[config.mk]
export PLATFORM = sky130hd
export DESIGN_NAME = pwm_common_control
export DESIGN_NICKNAME = d
export VERILOG_FILES = /design/src/pwm_common_pkg.sv /design/src/pwm_common_control.sv
export SDC_FILE = /design/constraint.sdc
export NUM_CORES = 1
export LEC_CHECK = 0
export BUFFER_PORTS_ARGS = -buffer_cell sky130_fd_sc_hd__buf_2
export CAP_MARGIN = 20
export CORE_MARGIN = 3
export CORE_UTILIZATION = 41
export CTS_BUF_LIST = sky130_fd_sc_hd__clkbuf_4 sky130_fd_sc_hd__clkbuf_8
export CTS_CLUSTER_SIZE = 10
export DETAILED_ROUTE_END_ITERATION = 16
export HOLD_SLACK_MARGIN = 0.03
export PLACE_DENSITY = 0.67
export SYNTH_ARGS = -nofsm -noshare
export SYNTH_HDL_FRONTEND = slang
export SYNTH_SLANG_ARGS = --single-unit
[constraint.sdc]
create_clock -name pclk -period 5.2 [get_ports pclk]
set_clock_uncertainty 0.05 [all_clocks]
set_input_delay 1.04 -clock pclk [delete_from_list [all_inputs] [get_ports pclk]]
set_output_delay 1.04 -clock pclk [all_outputs]
set_load 0.1 [all_outputs]
[src/pwm_common_pkg.sv]
// Purpose: Shared constants and types for the PWM common control block
// Assumes: APB byte addressing of word-aligned registers, 16-bit registers in the low half of each word
// Notes: Source ticks arrive as single-cycle enables in the pclk domain
package pwm_common_pkg;
    localparam int ADDR_WIDTH = 8;
    localparam int REG_WIDTH = 16;
    // Register byte offsets
    localparam logic [7:0] OFF_CLOCK_CONTROL = 8'h00;
    localparam logic [7:0] OFF_SCALE_STEP = 8'h04;
    localparam logic [7:0] OFF_SCALE_MIN_PERIOD = 8'h08;
    localparam logic [7:0] OFF_SHARED_PHASE = 8'h0c;
    localparam logic [7:0] OFF_SHARED_DUTY = 8'h10;
    localparam logic [7:0] OFF_UNLOCK_KEY = 8'h14;
    localparam logic [7:0] OFF_GEN4_IO_CONTROL = 8'h18;
    localparam logic [7:0] OFF_IRQ_STATUS = 8'h1c;
    localparam logic [7:0] OFF_IRQ_CLEAR = 8'h20;
    localparam logic [7:0] OFF_IRQ_ENABLE = 8'h24;
    // Field positions in pwm_clock_control
    localparam int BIT_HIRES_READY = 15;
    localparam int BIT_HIRES_ERROR = 14;
    localparam int BIT_LOCK = 8;
    localparam int LSB_DIVIDER_SELECT = 4;
    localparam int LSB_CLOCK_SELECT = 0;
    // Field positions in generator_io_control_high for generator 4
    localparam int BIT_HIGH_OUTPUT_ENABLE = 3;
    localparam int BIT_LOW_OUTPUT_ENABLE = 2;
    localparam int BIT_REMAP_ENABLE = 4;
    // Interrupt status bits
    localparam int IRQ_WIDTH = 4;
    localparam int IRQ_HIRES_ERROR = 0;
    localparam int IRQ_HIRES_READY = 1;
    localparam int IRQ_SCALED_PULSE = 2;
    localparam int IRQ_LOCK_REFUSED = 3;
    // Unlock keys and reset values
    localparam logic [7:0] KEY_FIRST = 8'h55;
    localparam logic [7:0] KEY_SECOND = 8'haa;
    localparam logic [15:0] RESET_WORD = 16'h0000;
    localparam logic [4:0] DIVIDE_BASE = 5'h02;

    typedef enum logic [1:0] {
        KEY_IDLE = 2'b00,
        KEY_FIRST_SEEN = 2'b01,
        KEY_ARMED = 2'b10
    } key_state_type;

    typedef enum logic [1:0] {
        SRC_SYSTEM_OSC = 2'b00,
        SRC_AUX_VCO_HALF = 2'b01,
        SRC_PRIMARY_PLL_POSTDIV = 2'b10,
        SRC_AUX_PLL_POSTDIV = 2'b11
    } clock_source_type;
endpackage : pwm_common_pkg

[src/pwm_common_control.sv]
// Purpose: Common PWM control: clock select/divide, frequency scaler, shared values, lock
// Assumes: source_tick bits are pclk-domain enables of the four master clock sources
// Notes: Pin and hires status inputs are asynchronous and pass a 3-flop filter
//
// Local design decisions: the APB slave port and the placing of the registers.
`timescale 1ns/1ps

// How it works
// - Generator 4 outputs appear on fixed and remapped pins together.
// - High and low output enables gate fixed and remapped pins together.
// - A remappable function on a fixed generator 4 pin beats the PWM.
// - Fixed generator 4 pin inputs are not routed while generator 4 is active.
// - Ready status bit reads 1 when hires circuitry is ready.
// - Hires fault sets sticky error; full resolution needs ready and no error.
// - Lock set blocks writes to protected registers and bits.
// - Lock bit clears only after a valid unlock sequence.
// - Key 0x55 then 0xAA, then one write, changes the lock bit.
// - Divider codes 00..11 divide the master clock by 2, 4, 8, 16.
// - Clock select codes pick system osc, aux VCO/2, primary PLL, aux PLL.
// - Step added per master clock; pulse when sum exceeds minimum period.
// - Holds a shared 16-bit phase offset for generators.
// - Holds a shared 16-bit duty cycle for generators.
module pwm_common_control (
    input wire logic pclk,
    input wire logic presetn,
    input wire logic psel,
    input wire logic penable,
    input wire logic pwrite,
    input wire logic [pwm_common_pkg::ADDR_WIDTH-1:0] paddr,
    input wire logic [31:0] pwdata,
    output logic pready,
    output logic [31:0] prdata,
    output logic pslverr,
    input wire logic [3:0] source_tick,
    input wire logic hires_ready_raw,
    input wire logic hires_fault_raw,
    input wire logic [1:0] gen4_pwm,
    input wire logic gen4_active,
    input wire logic [1:0] fixed_alt_select,
    input wire logic [1:0] fixed_alt_out,
    input wire logic [1:0] fixed_pin_in,
    output logic [1:0] fixed_pin_out,
    output logic [1:0] fixed_pin_oe,
    output logic [1:0] remap_pin_out,
    output logic [1:0] remap_pin_oe,
    output logic [1:0] fixed_pin_to_periph,
    output logic pwm_clock_tick,
    output logic scaled_clock_pulse,
    output logic full_resolution,
    output logic [pwm_common_pkg::REG_WIDTH-1:0] shared_phase_out,
    output logic [pwm_common_pkg::REG_WIDTH-1:0] shared_duty_out,
    output logic irq
);
    import pwm_common_pkg::*;

    // Input filter: bit0 ready, bit1 fault, bits 3:2 fixed pins
    logic [3:0] raw_in;
    logic [3:0] sync1;
    logic [3:0] sync2;
    logic [3:0] sync3;
    logic [3:0] filt;
    logic [3:0] next_filt;

    assign raw_in = {fixed_pin_in, hires_fault_raw, hires_ready_raw};

    genvar gi;
    generate
        for (gi = 0; gi < 4; gi++) begin : g_filter
            // Change counts only when the second and third stages agree
            always_comb begin
                next_filt[gi] = (sync2[gi] == sync3[gi]) ? sync3[gi] : filt[gi];
            end
            always_ff @(posedge pclk or negedge presetn) begin
                if (!presetn) begin
                    sync1[gi] <= 1'b0;
                    sync2[gi] <= 1'b0;
                    sync3[gi] <= 1'b0;
                    filt[gi] <= 1'b0;
                end else begin
                    sync1[gi] <= raw_in[gi];
                    sync2[gi] <= sync1[gi];
                    sync3[gi] <= sync2[gi];
                    filt[gi] <= next_filt[gi];
                end
            end
        end
    endgenerate

    // APB decode
    logic wr;
    logic rd_setup;
    logic mapped;
    logic wr_ctl;
    logic wr_key;

    always_comb begin
        case (paddr)
            OFF_CLOCK_CONTROL, OFF_SCALE_STEP, OFF_SCALE_MIN_PERIOD, OFF_SHARED_PHASE,
            OFF_SHARED_DUTY, OFF_UNLOCK_KEY, OFF_GEN4_IO_CONTROL, OFF_IRQ_STATUS,
            OFF_IRQ_CLEAR, OFF_IRQ_ENABLE: mapped = 1'b1;
            default: mapped = 1'b0;
        endcase
    end

    assign wr = psel && penable && pwrite && mapped;
    assign rd_setup = psel && !penable && !pwrite;
    assign wr_ctl = wr && (paddr == OFF_CLOCK_CONTROL);
    assign wr_key = wr && (paddr == OFF_UNLOCK_KEY);
    // Zero-wait slave: read data is captured in the setup cycle
    assign pready = psel && penable;
    assign pslverr = psel && penable && !mapped;

    // Register state
    key_state_type key_state;
    key_state_type next_key_state;
    logic lock;
    logic next_lock;
    logic hires_error;
    logic next_hires_error;
    logic [1:0] divider_select;
    logic [1:0] next_divider_select;
    clock_source_type clock_select;
    clock_source_type next_clock_select;
    logic [15:0] scale_step;
    logic [15:0] next_scale_step;
    logic [15:0] min_period;
    logic [15:0] next_min_period;
    logic [15:0] next_shared_phase;
    logic [15:0] next_shared_duty;
    logic high_output_enable;
    logic next_high_output_enable;
    logic low_output_enable;
    logic next_low_output_enable;
    logic remap_enable;
    logic next_remap_enable;
    logic [IRQ_WIDTH-1:0] irq_status;
    logic [IRQ_WIDTH-1:0] next_irq_status;
    logic [IRQ_WIDTH-1:0] irq_enable;
    logic [IRQ_WIDTH-1:0] next_irq_enable;
    logic [IRQ_WIDTH-1:0] events;
    logic [31:0] next_prdata;
    logic [15:0] ctl_word;
    logic lock_refused;

    always_comb begin
        ctl_word = RESET_WORD;
        ctl_word[BIT_HIRES_READY] = filt[0];
        ctl_word[BIT_HIRES_ERROR] = hires_error;
        ctl_word[BIT_LOCK] = lock;
        ctl_word[LSB_DIVIDER_SELECT +: 2] = divider_select;
        ctl_word[LSB_CLOCK_SELECT +: 2] = clock_select;
    end

    always_comb begin
        next_key_state = key_state;
        next_lock = lock;
        lock_refused = 1'b0;
        next_divider_select = divider_select;
        next_clock_select = clock_select;
        next_scale_step = scale_step;
        next_min_period = min_period;
        next_shared_phase = shared_phase_out;
        next_shared_duty = shared_duty_out;
        next_high_output_enable = high_output_enable;
        next_low_output_enable = low_output_enable;
        next_remap_enable = remap_enable;
        next_irq_enable = irq_enable;
        next_hires_error = hires_error;
        // Any write to a mapped register other than the expected key breaks the sequence
        if (wr) begin
            next_key_state = KEY_IDLE;
        end
        if (wr_key) begin
            case (key_state)
                KEY_IDLE: begin
                    if (pwdata[7:0] == KEY_FIRST) next_key_state = KEY_FIRST_SEEN;
                end
                KEY_FIRST_SEEN: begin
                    if (pwdata[7:0] == KEY_SECOND) next_key_state = KEY_ARMED;
                    else if (pwdata[7:0] == KEY_FIRST) next_key_state = KEY_FIRST_SEEN;
                end
                KEY_ARMED: begin
                    if (pwdata[7:0] == KEY_FIRST) next_key_state = KEY_FIRST_SEEN;
                end
                default: next_key_state = KEY_IDLE;
            endcase
        end
        if (wr_ctl) begin
            // Lock takes effect only on the write right after the key pair
            if (key_state == KEY_ARMED) begin
                next_lock = pwdata[BIT_LOCK];
            end else if (pwdata[BIT_LOCK] != lock) begin
                lock_refused = 1'b1;
            end
            // Uses the lock as it stood before this write
            if (!lock) begin
                next_divider_select = pwdata[LSB_DIVIDER_SELECT +: 2];
                next_clock_select = clock_source_type'(pwdata[LSB_CLOCK_SELECT +: 2]);
            end
            if (pwdata[BIT_HIRES_ERROR]) begin
                next_hires_error = 1'b0;
            end
        end
        // A fault present in the clearing cycle keeps the error set
        if (filt[1]) begin
            next_hires_error = 1'b1;
        end
        if (wr && !lock) begin
            case (paddr)
                OFF_SCALE_STEP: next_scale_step = pwdata[15:0];
                OFF_SCALE_MIN_PERIOD: next_min_period = pwdata[15:0];
                OFF_GEN4_IO_CONTROL: begin
                    next_high_output_enable = pwdata[BIT_HIGH_OUTPUT_ENABLE];
                    next_low_output_enable = pwdata[BIT_LOW_OUTPUT_ENABLE];
                    next_remap_enable = pwdata[BIT_REMAP_ENABLE];
                end
                default: ;
            endcase
        end
        if (wr) begin
            case (paddr)
                OFF_SHARED_PHASE: next_shared_phase = pwdata[15:0];
                OFF_SHARED_DUTY: next_shared_duty = pwdata[15:0];
                OFF_IRQ_ENABLE: next_irq_enable = pwdata[IRQ_WIDTH-1:0];
                default: ;
            endcase
        end
        events = '0;
        events[IRQ_HIRES_ERROR] = filt[1] && !hires_error;
        events[IRQ_HIRES_READY] = next_filt[0] && !filt[0];
        events[IRQ_SCALED_PULSE] = scaled_clock_pulse;
        events[IRQ_LOCK_REFUSED] = lock_refused;
        // Set wins over a clear in the same cycle
        next_irq_status = irq_status;
        if (wr && (paddr == OFF_IRQ_CLEAR)) begin
            next_irq_status = irq_status & ~pwdata[IRQ_WIDTH-1:0];
        end
        next_irq_status = next_irq_status | events;
        next_prdata = prdata;
        if (rd_setup) begin
            case (paddr)
                OFF_CLOCK_CONTROL: next_prdata = {16'h0000, ctl_word};
                OFF_SCALE_STEP: next_prdata = {16'h0000, scale_step};
                OFF_SCALE_MIN_PERIOD: next_prdata = {16'h0000, min_period};
                OFF_SHARED_PHASE: next_prdata = {16'h0000, shared_phase_out};
                OFF_SHARED_DUTY: next_prdata = {16'h0000, shared_duty_out};
                OFF_GEN4_IO_CONTROL: begin
                    next_prdata = '0;
                    next_prdata[BIT_HIGH_OUTPUT_ENABLE] = high_output_enable;
                    next_prdata[BIT_LOW_OUTPUT_ENABLE] = low_output_enable;
                    next_prdata[BIT_REMAP_ENABLE] = remap_enable;
                end
                OFF_IRQ_STATUS: next_prdata = {28'h000_0000, irq_status};
                OFF_IRQ_ENABLE: next_prdata = {28'h000_0000, irq_enable};
                default: next_prdata = '0;
            endcase
        end
    end

    always_ff @(posedge pclk or negedge presetn) begin
        if (!presetn) begin
            key_state <= KEY_IDLE;
            lock <= 1'b0;
            hires_error <= 1'b0;
            divider_select <= 2'b00;
            clock_select <= SRC_SYSTEM_OSC;
            scale_step <= RESET_WORD;
            min_period <= RESET_WORD;
            shared_phase_out <= RESET_WORD;
            shared_duty_out <= RESET_WORD;
            high_output_enable <= 1'b0;
            low_output_enable <= 1'b0;
            remap_enable <= 1'b0;
            irq_status <= '0;
            irq_enable <= '0;
            prdata <= '0;
        end else begin
            key_state <= next_key_state;
            lock <= next_lock;
            hires_error <= next_hires_error;
            divider_select <= next_divider_select;
            clock_select <= next_clock_select;
            scale_step <= next_scale_step;
            min_period <= next_min_period;
            shared_phase_out <= next_shared_phase;
            shared_duty_out <= next_shared_duty;
            high_output_enable <= next_high_output_enable;
            low_output_enable <= next_low_output_enable;
            remap_enable <= next_remap_enable;
            irq_status <= next_irq_status;
            irq_enable <= next_irq_enable;
            prdata <= next_prdata;
        end
    end

    assign irq = |(irq_status & irq_enable);
    assign full_resolution = filt[0] && !hires_error;

    // Master clock, divider and frequency scaler
    logic master_tick;
    logic [3:0] div_count;
    logic [3:0] next_div_count;
    logic [3:0] div_last;
    logic next_pwm_clock_tick;
    logic [15:0] accum;
    logic [15:0] next_accum;
    logic [16:0] accum_sum;
    logic [16:0] accum_rem;
    logic next_scaled_clock_pulse;

    assign master_tick = source_tick[clock_select];
    assign div_last = 4'((DIVIDE_BASE << divider_select) - 5'h01);

    always_comb begin
        next_div_count = div_count;
        next_pwm_clock_tick = 1'b0;
        if (master_tick) begin
            if (div_count >= div_last) begin
                next_div_count = 4'h0;
                next_pwm_clock_tick = 1'b1;
            end else begin
                next_div_count = div_count + 4'h1;
            end
        end
        accum_sum = {1'b0, accum} + {1'b0, scale_step};
        accum_rem = accum_sum - {1'b0, min_period};
        next_accum = accum;
        next_scaled_clock_pulse = 1'b0;
        if (master_tick) begin
            if (accum_sum > {1'b0, min_period}) begin
                next_scaled_clock_pulse = 1'b1;
                // Clamp keeps the remainder bounded when step exceeds min period
                next_accum = (accum_rem > {1'b0, min_period}) ? min_period : accum_rem[15:0];
            end else begin
                next_accum = accum_sum[15:0];
            end
        end
    end

    always_ff @(posedge pclk or negedge presetn) begin
        if (!presetn) begin
            div_count <= 4'h0;
            pwm_clock_tick <= 1'b0;
            accum <= RESET_WORD;
            scaled_clock_pulse <= 1'b0;
        end else begin
            div_count <= next_div_count;
            pwm_clock_tick <= next_pwm_clock_tick;
            accum <= next_accum;
            scaled_clock_pulse <= next_scaled_clock_pulse;
        end
    end

    // Generator 4 pin routing; index 1 is the high output, 0 the low
    logic [1:0] pin_enable;
    logic [1:0] next_fixed_out;
    logic [1:0] next_fixed_oe;
    logic [1:0] next_remap_out;
    logic [1:0] next_remap_oe;
    logic [1:0] next_to_periph;

    assign pin_enable = {high_output_enable, low_output_enable};

    always_comb begin
        for (int i = 0; i < 2; i++) begin
            if (fixed_alt_select[i]) begin
                next_fixed_out[i] = fixed_alt_out[i];
                next_fixed_oe[i] = 1'b1;
            end else begin
                next_fixed_out[i] = gen4_pwm[i];
                next_fixed_oe[i] = pin_enable[i];
            end
            next_remap_out[i] = gen4_pwm[i];
            next_remap_oe[i] = remap_enable && pin_enable[i];
            next_to_periph[i] = gen4_active ? 1'b0 : filt[2 + i];
        end
    end

    always_ff @(posedge pclk or negedge presetn) begin
        if (!presetn) begin
            fixed_pin_out <= 2'b00;
            fixed_pin_oe <= 2'b00;
            remap_pin_out <= 2'b00;
            remap_pin_oe <= 2'b00;
            fixed_pin_to_periph <= 2'b00;
        end else begin
            fixed_pin_out <= next_fixed_out;
            fixed_pin_oe <= next_fixed_oe;
            remap_pin_out <= next_remap_out;
            remap_pin_oe <= next_remap_oe;
            fixed_pin_to_periph <= next_to_periph;
        end
    end
endmodule : pwm_common_control

==> results of run 1 <==
-- Yosys cell counts (3+ instances only) --
| cell | count | area, sq um |
|---|---|---|
| ha_1 | 52 | 650.6 |
| a31oi_1 | 13 | 81.33 |
| nor2_1 | 53 | 198.9 |
| nand4_1 | 12 | 75.07 |
| o21bai_1 | 4 | 30.03 |
| nand2_2 | 3 | 18.77 |
| o21ai_1 | 4 | 20.02 |
| buf_4 | 17 | 127.6 |
| mux2_2 | 58 | 653.1 |
| o21a_1 | 3 | 22.52 |
| buf_2 | 9 | 45.04 |
| a211oi_1 | 3 | 22.52 |
| mux2_1 | 20 | 225.2 |
| nor3_2 | 3 | 30.03 |
| nor3b_1 | 3 | 22.52 |
| a221oi_1 | 8 | 70.07 |
| nor3_1 | 8 | 40.04 |
| inv_1 | 39 | 146.4 |
| maj3_1 | 3 | 30.03 |
| o41ai_1 | 3 | 26.28 |
| a22oi_1 | 6 | 45.04 |
| a222oi_1 | 8 | 80.08 |
| xnor2_1 | 17 | 148.9 |
| a21oi_1 | 35 | 175.2 |
| o31ai_1 | 4 | 30.03 |
| nand2_1 | 77 | 289.0 |
| o211ai_1 | 7 | 52.55 |
| o221ai_1 | 12 | 105.1 |
| nor2b_1 | 6 | 37.54 |
| dfrtp_1 | 147 | 3679 |
| mux2i_1 | 26 | 260.3 |
| clkbuf_1 | 9 | 33.78 |
| xor2_1 | 12 | 105.1 |
| nand2b_1 | 8 | 50.05 |
| a21o_1 | 16 | 120.1 |
| and2_1 | 3 | 18.77 |
| nand3b_1 | 3 | 22.52 |
| o22ai_1 | 3 | 18.77 |
| nand3_1 | 7 | 35.03 |
| nor4bb_1 | 4 | 40.04 |
| o21ai_0 | 25 | 125.1 |
-- final cells by class --
class                   count  share of cell area (%)
multi-input cells         579                   44.62
well taps                 265                   3.330
flip-flops and latches    147                   36.94
clock buffers              18                   2.425
clock inverters            14                   1.583
inverters                  39                   1.470
repair buffers            157                   9.637
-- per-stage QoR --
stage / cell area [sq um] / worst slack (ps) / hold WS [ps] / instances
final: 9958 / 4.019 / 307.0 / 1219
after global routing: 9958 / -275.2 / 314.4 / 1219
after CTS: 9803 / 66.93 / 309.6 / 1210
after global placement: 9369 / -187.7 / 284.2 / 1177
after detailed placement: 9369 / -252.0 / 288.7 / 1177
after floorplan: 8407 / 101.3 / 281.2 / 803
-- registers in the layout, summed over array words and instances (netlist names), 3 cells and up --
register,count
min_period,16
prdata,16
shared_phase_out,16
sync1,4
sync2,4
sync3,4
shared_duty_out,16
scale_step,16
irq_status,4
accum,16
filt,3
irq_enable,4
div_count,4
-- routing by layer --
metal / part of all wire, % / up-vias / routed length [microns] / global-route usage (%)
met5: 0 / - / 0 / 0
met4: 1.3 / 0 / 295 / 5.958
met3: 5.1 / 22 / 1120 / 3.047
met2: 48 / 186 / 10450 / 32.33
met1: 46 / 3276 / 10070 / 28.53
li1: - / 3148 / - / -
-- power by group through the flow --
stage / Combinational (mW) / Sequential (mW) / Clock [mW]
2_1_floorplan: 1.66 / 1.49 / 0
3_3_place_gp: 2.69 / 1.30 / 0
3_5_place_dp: 2.72 / 1.29 / 0
4_1_cts: 2.74 / 1.27 / 0.916
5_1_grt: 3.27 / 1.28 / 0.963
6_report: 3.02 / 1.27 / 0.891
-- worst max path at each step --
stage / cells past startpoint / to / slack (ps) / startpoint
final: 23 / accum[10] / 4 / accum[0]
after global placement: 23 / accum[0] / -190 / accum[0]
after global routing: 23 / accum[10] / -280 / scale_step[1]
after detailed placement: 23 / accum[6] / -250 / scale_step[0]
after CTS: 23 / accum[6] / 70 / scale_step[0]
after floorplan: 24 / accum[10] / 100 / scale_step[0]
-- timing repair --
| item | CTS | global route |
|---|---|---|
| setup buffers | 1 | 8 |
| gates cloned | 0 | 1 |
| resized for setup | 4 | 18 |
| pin swaps | 3 | 32 |
| setup endpoints to repair | 16 | 16 |
-- cells in the final DEF (no fill, tap or decap), drive strengths merged, types with 4 or more instances in the layout --
cell type  netlist  routed
nand4           12      12
nor3            12      12
xnor2           17      17
nor2b            6       6
a211oi           4       4
a31oi           13      13
nand3            9       9
nand2b           8       8
mux2i           26      26
ha              52      52
and2             5       5
inv             39      50
o221ai          12      12
o31ai            4       4
conb             1      16
o21ai           29      29
a21oi           37      37
xor2            12      12
nor4bb           4       4
nor2            56      56
dfrtp          147     147
a221oi           8       8
o21bai           4       4
a21o            16      16
o211ai           7       7
a22oi            6       6
clkbuf           9      19
buf             29     156
nand2           80      80
mux2            78      78
a222oi           8       8
-- logic make-up after synthesis --
kind of cell / Yosys count / synth area share (%)
simple gates: 210 / 12.65
mux: 104 / 13.64
buf+inv: 77 / 4.645
flops: 147 / 44.05
compound gates: 163 / 13.31
fa+ha+maj: 57 / 8.630
xor+xnor: 29 / 3.042
other cells: 1 / 0.04491
-- worst max-delay path: stages, from the launching register on --
cell and delay (ps):
dfrtp_1 370, ha_2 190, inv_2 40, fa_2 390, nand2b_4 160, a21oi_4 150
nor2_2 50, o41ai_2 340, xnor2_1 190, inv_1 110, ha_4 300, nand4_1 90
or4_4 490, o21ai_2 170, nor2_1 70, xnor2_1 150, ha_1 310, nand4_1 140
or3_1 400, a41o_1 270, nand3_4 140, buf_12 150, mux2i_1 200, o221ai_1 140
==> summary.txt, run 1 <==
Floorplanning
  • Die Wd: 148.7 microns
  • Core area: 19720 sq um
  • Die Ht: 148.7 microns
  • Starting Density: 42.35%
  • # IOs: 140
  • Row count: 51
  • DIE AREA: 22120 sq um

Run
  • Max cap viols: 0

Critical path
  • Setup crit start kind: flip-flop
  • Setup slack, reg-to-reg: 4 ps
  • Worst-path fanout max: 7
  • RR Endpoint: accum[10]
  • Crit Path Category: reg2reg
  • CP Data Arrival Time: 5460 ps
  • Critical path capture point type: flip-flop
  • Worst Path Required: 5470 ps
  • Worst Reg-to-Reg Cells: 23
  • Critical R2R Launch: accum[0]

Timing
  • Slew Viols, Final: 0
  • RSZ-0062 raised after global routing: yes
  • Final setup TNS: 0 ps
  • Worst Tran Pin Value: 1014 ps
  • Peak Freq: 192.5 MHz
  • Slew margin rel.: 32.17%
  • Final period util: 99.92%
  • Post-layout min period: 5196 ps
  • Hold Fails Final Rpt: 0
  • Final setup fails: 0

Finish
  • Nets: 1055
  • Fin util: 50.50%
  • Multi-input logic area: 4443 sq um
  • Diode count: 0
  • Filler cells: 1772
  • Layout cells sized above 1: 29.87%
  • P&R area growth vs syn: 19.25%
  • Sequential cell area: 3679 sq um

Detailed routing
  • Detailed Routing Iterations Pass 1: 6
  • Via density: 5.441
  • DRT iter0 DRCs: 417
  • Vias: 6632
  • WL final: 21940 microns
  • Routed len/inst: 18.00 microns
  • DRC Markers: 0
  • ANT nets after route: 0

Logic synthesis
  • Mean post-synth cell area: 10.60 sq um
  • Most frequently used flop master after synthesis: dfrtp_1
  • Synth Warn #: 0
  • EDFF count, synth: 0
  • Syn Inst Count: 788
  • Post-synth cell types: 69
  • Post-synth ARST share: 100.0%
  • Post-synthesis sequential area ratio: 44.05%
  • Seq cells post-synth: 147
  • Cell area after synthesis: 8351 sq um

Power and ir drop
  • Comb pwr share: 58.3%
  • VDD IR-drop max: 0.3030 mV
  • Sw Share: 42.14%
  • Psw: 2.186 mW
  • Pleak: 5.042 nW
  • Post-layout power: 5.189 mW
  • Pint: 3.002 mW
  • Power Density: 521.0 nW/um^2
  • Clock Power Share: 17.2%
  • Sequential share of power: 24.5%

Hold path
  • Min-Delay Endpoint: sync2[3]
  • Worst hold stages: 0
  • Hold_sp: sync1[3]
  • Hold Path Class: reg2reg

Clocking
  • Max clock buf depth: 2
  • # clock sinks: 147
  • CTS Hold Buffers Added: 0
  • Root buffer cell: clkbuf_8
  • H-tree level count: 4
  • Worst-Skew Late Latency: 460 ps
  • TritonCTS clock tree: built
  • Clk slew on worst S/H paths: 90 ps
  • Cts bufs inserted: 17

Place
  • PortBufs: 107
  • Routability Congestion: 0.8673
  • Post-DP HPWL: 16320 microns

Outcome
  • Status: finished clean

Global routing
  • Global route overflow: 0
  • Antenna violations before repair: 1
  • First-pass GRT wire length: 35180 microns
  • Tot GR Track Use: 20.18%
  • Largest net degree at the start of global routing: 79
  • Number of global-route vias before repair: 6519
Note: power is estimated with default switching activity, not from simulation.
==> run 2, diff against run 1 <==
Settings changed: PLACE_DENSITY 0.67 to 0.64.
Clock period 5.2 ns to 5.3 ns, I/O delays scaled along.
==> run 2 against run 1 <==
Flip-flop and latch count is the same. Combinational power decreased by 7.3%. Critical path depth stayed put. Via count shrank 0.75%. Critical path type unchanged. Critical endpoint is now accum[6].
==> summary.txt, run 2 (synthesis gave the netlist of run 1 again) <==
Global routing
  • Largest net degree at the start of global routing: 75
  • Number of global-route vias before repair: 6631
  • Tot GR Track Use: 20.58%
  • Antenna violations before repair: 0
  • Global route overflow: 0
  • First-pass GRT wire length: 35740 microns

Power and ir drop
  • Pleak: 4.952 nW
  • Power Density: 505.0 nW/um^2
  • VDD IR-drop max: 0.2759 mV
  • Post-layout power: 4.964 mW

Place
  • Post-DP HPWL: 16580 microns
  • Routability Congestion: 0.8478
  • Dpl ws: -101.7 ps
  • PortBufs: 107
  • Placed insts: 1172

Critical path
  • Critical path capture point type: flip-flop
  • Crit path max-delay family: simple AND/OR/NAND/NOR gates
  • Crit Path Category: reg2reg
  • Worst Path Required: 5560 ps
  • Crit path largest cell delay: 520 ps
  • Setup crit start kind: flip-flop
  • Crit-path cells: ha_2, inv_1, fa_2, nand2b_4, a21oi_4, nor2_1, o41ai_2, xnor2_1, inv_1, ha_1, nand4_1, or4_1, o21ai_2, nor2_1, xnor2_1, ha_1, nand4_1, or3_1, a41o_1, nand3_4, buf_12, mux2i_1, o221ai_1
  • Worst path bufs/invs: 3
  • CP Data Arrival Time: 5270 ps
  • Worst-path fanout max: 6
  • Slowest library cell on the worst path: or4_1

Clocking
  • Postcts setup bufs: 0
  • TritonCTS clock tree: built
  • Cts bufs inserted: 17
  • Root buffer cell: clkbuf_8
  • # clock sinks: 147
  • Max clock buf depth: 2
  • Clk slew on worst S/H paths: 90 ps
  • Worst-Skew Late Latency: 460 ps
  • H-tree level count: 4

Finish
  • Fin util: 49.86%
  • P&R area growth vs syn: 17.73%
  • Nets: 1041
  • Commonest non-fill, non-tap cell in the layout: dfrtp_1
  • Post-Layout Cell Count: 1204
  • Leading cell types in the layout, fill and taps excluded: dfrtp_1, buf_2, nand2_1
  • Diode count: 0
  • Layout cells sized above 1: 28.22%

Timing
  • Slew Viols, Final: 0
  • Post-layout min period: 5010 ps
  • Final setup TNS: 0 ps
  • Final setup fails: 0
  • Final worst setup slack: 290.1 ps
  • Hold Fails Final Rpt: 0
  • Final period util: 94.53%
  • Peak Freq: 199.6 MHz
  • Slew margin rel.: 35.11%
  • Worst Tran Pin Value: 970.2 ps

Floorplanning
  • Die Wd: 148.7 microns
  • # IOs: 140
  • Row count: 51
  • Core area: 19720 sq um
  • DIE AREA: 22120 sq um
  • Starting Density: 42.35%
  • Die Ht: 148.7 microns

Detailed routing
  • DRC Markers: 0
  • DRT iter0 DRCs: 451
  • ANT nets after route: 0
  • Vias: 6582
  • Via density: 5.467
  • WL final: 22050 microns
  • Detailed Routing Iterations Pass 1: 5
  • Routed len/inst: 18.31 microns

Run
  • Max cap viols: 0

Hold path
  • Hold Path Class: reg2reg

Outcome
  • Status: finished clean
==> run 2: power breakdown <==
part	internal, mW	switching [mW]	leakage [nW]
clock network	0.432	0.481	0.196
registers	1.20	0.0525	1.93
logic	1.26	1.54	2.82
total	2.89	2.07	4.95
==> run 2: repair_timing <==
item	CTS	global route
resized for setup	2	17
pin swaps	0	11
hold buffers	0	0
setup endpoints to repair	16	16
gates cloned	0	1
==> run 2: metrics by stage <==
step	hold WS (ps)	area, sq um
finish	306.6	9831
CTS	310.8	9733
global placement	283.1	9319
global route	313.2	9831
floorplan	281.2	8407
detailed placement	291.8	9319
==> run 2: worst register-to-register path, delay by kind of cell (launching register included) <==
family	cells	cell delay, ps
AOI/OAI and AO/OA	5	940
muxes	1	190
xor gates and xnor gates	2	340
buffers and inverters	3	260
DFF	1	370
adders and majority gates	4	1130
and+or+nand+nor	8	1560
==> run 2: area by class of cell <==
class                           instances  area [sq um]
Fill cell                            1832          9887
Multi-Input combinational cell        579          4425
Sequential cell                       147          3679
Timing Repair Buffer                  143         845.8
Tap cell                              265         331.6
Clock buffer                           17         234.0
Clock inverter                         14         168.9
Inverter                               39         146.4
==> run 2: layer usage <==
metal	wire, microns	track usage [%]	part of all wire, %
met2	10450	32.89	47
met1	10080	28.92	46
met4	399	6.328	1.8
met3	1113	3.321	5.0
met5	0	0	0
==> run 2: worst paths after layout <==
check                      startpoint        to  slack (ps)  depth (start not counted)
hold reg to reg              sync1[3]  sync2[3]         310                          0
hold / removal               sync1[3]  sync2[3]         310                          0
max in group asynchronous     presetn  accum[9]        3620                          2
setup reg to reg             accum[0]  accum[6]         290                         23
setup / recovery             accum[0]  accum[6]         290                         23
min in group asynchronous     presetn  sync3[1]         530                          1
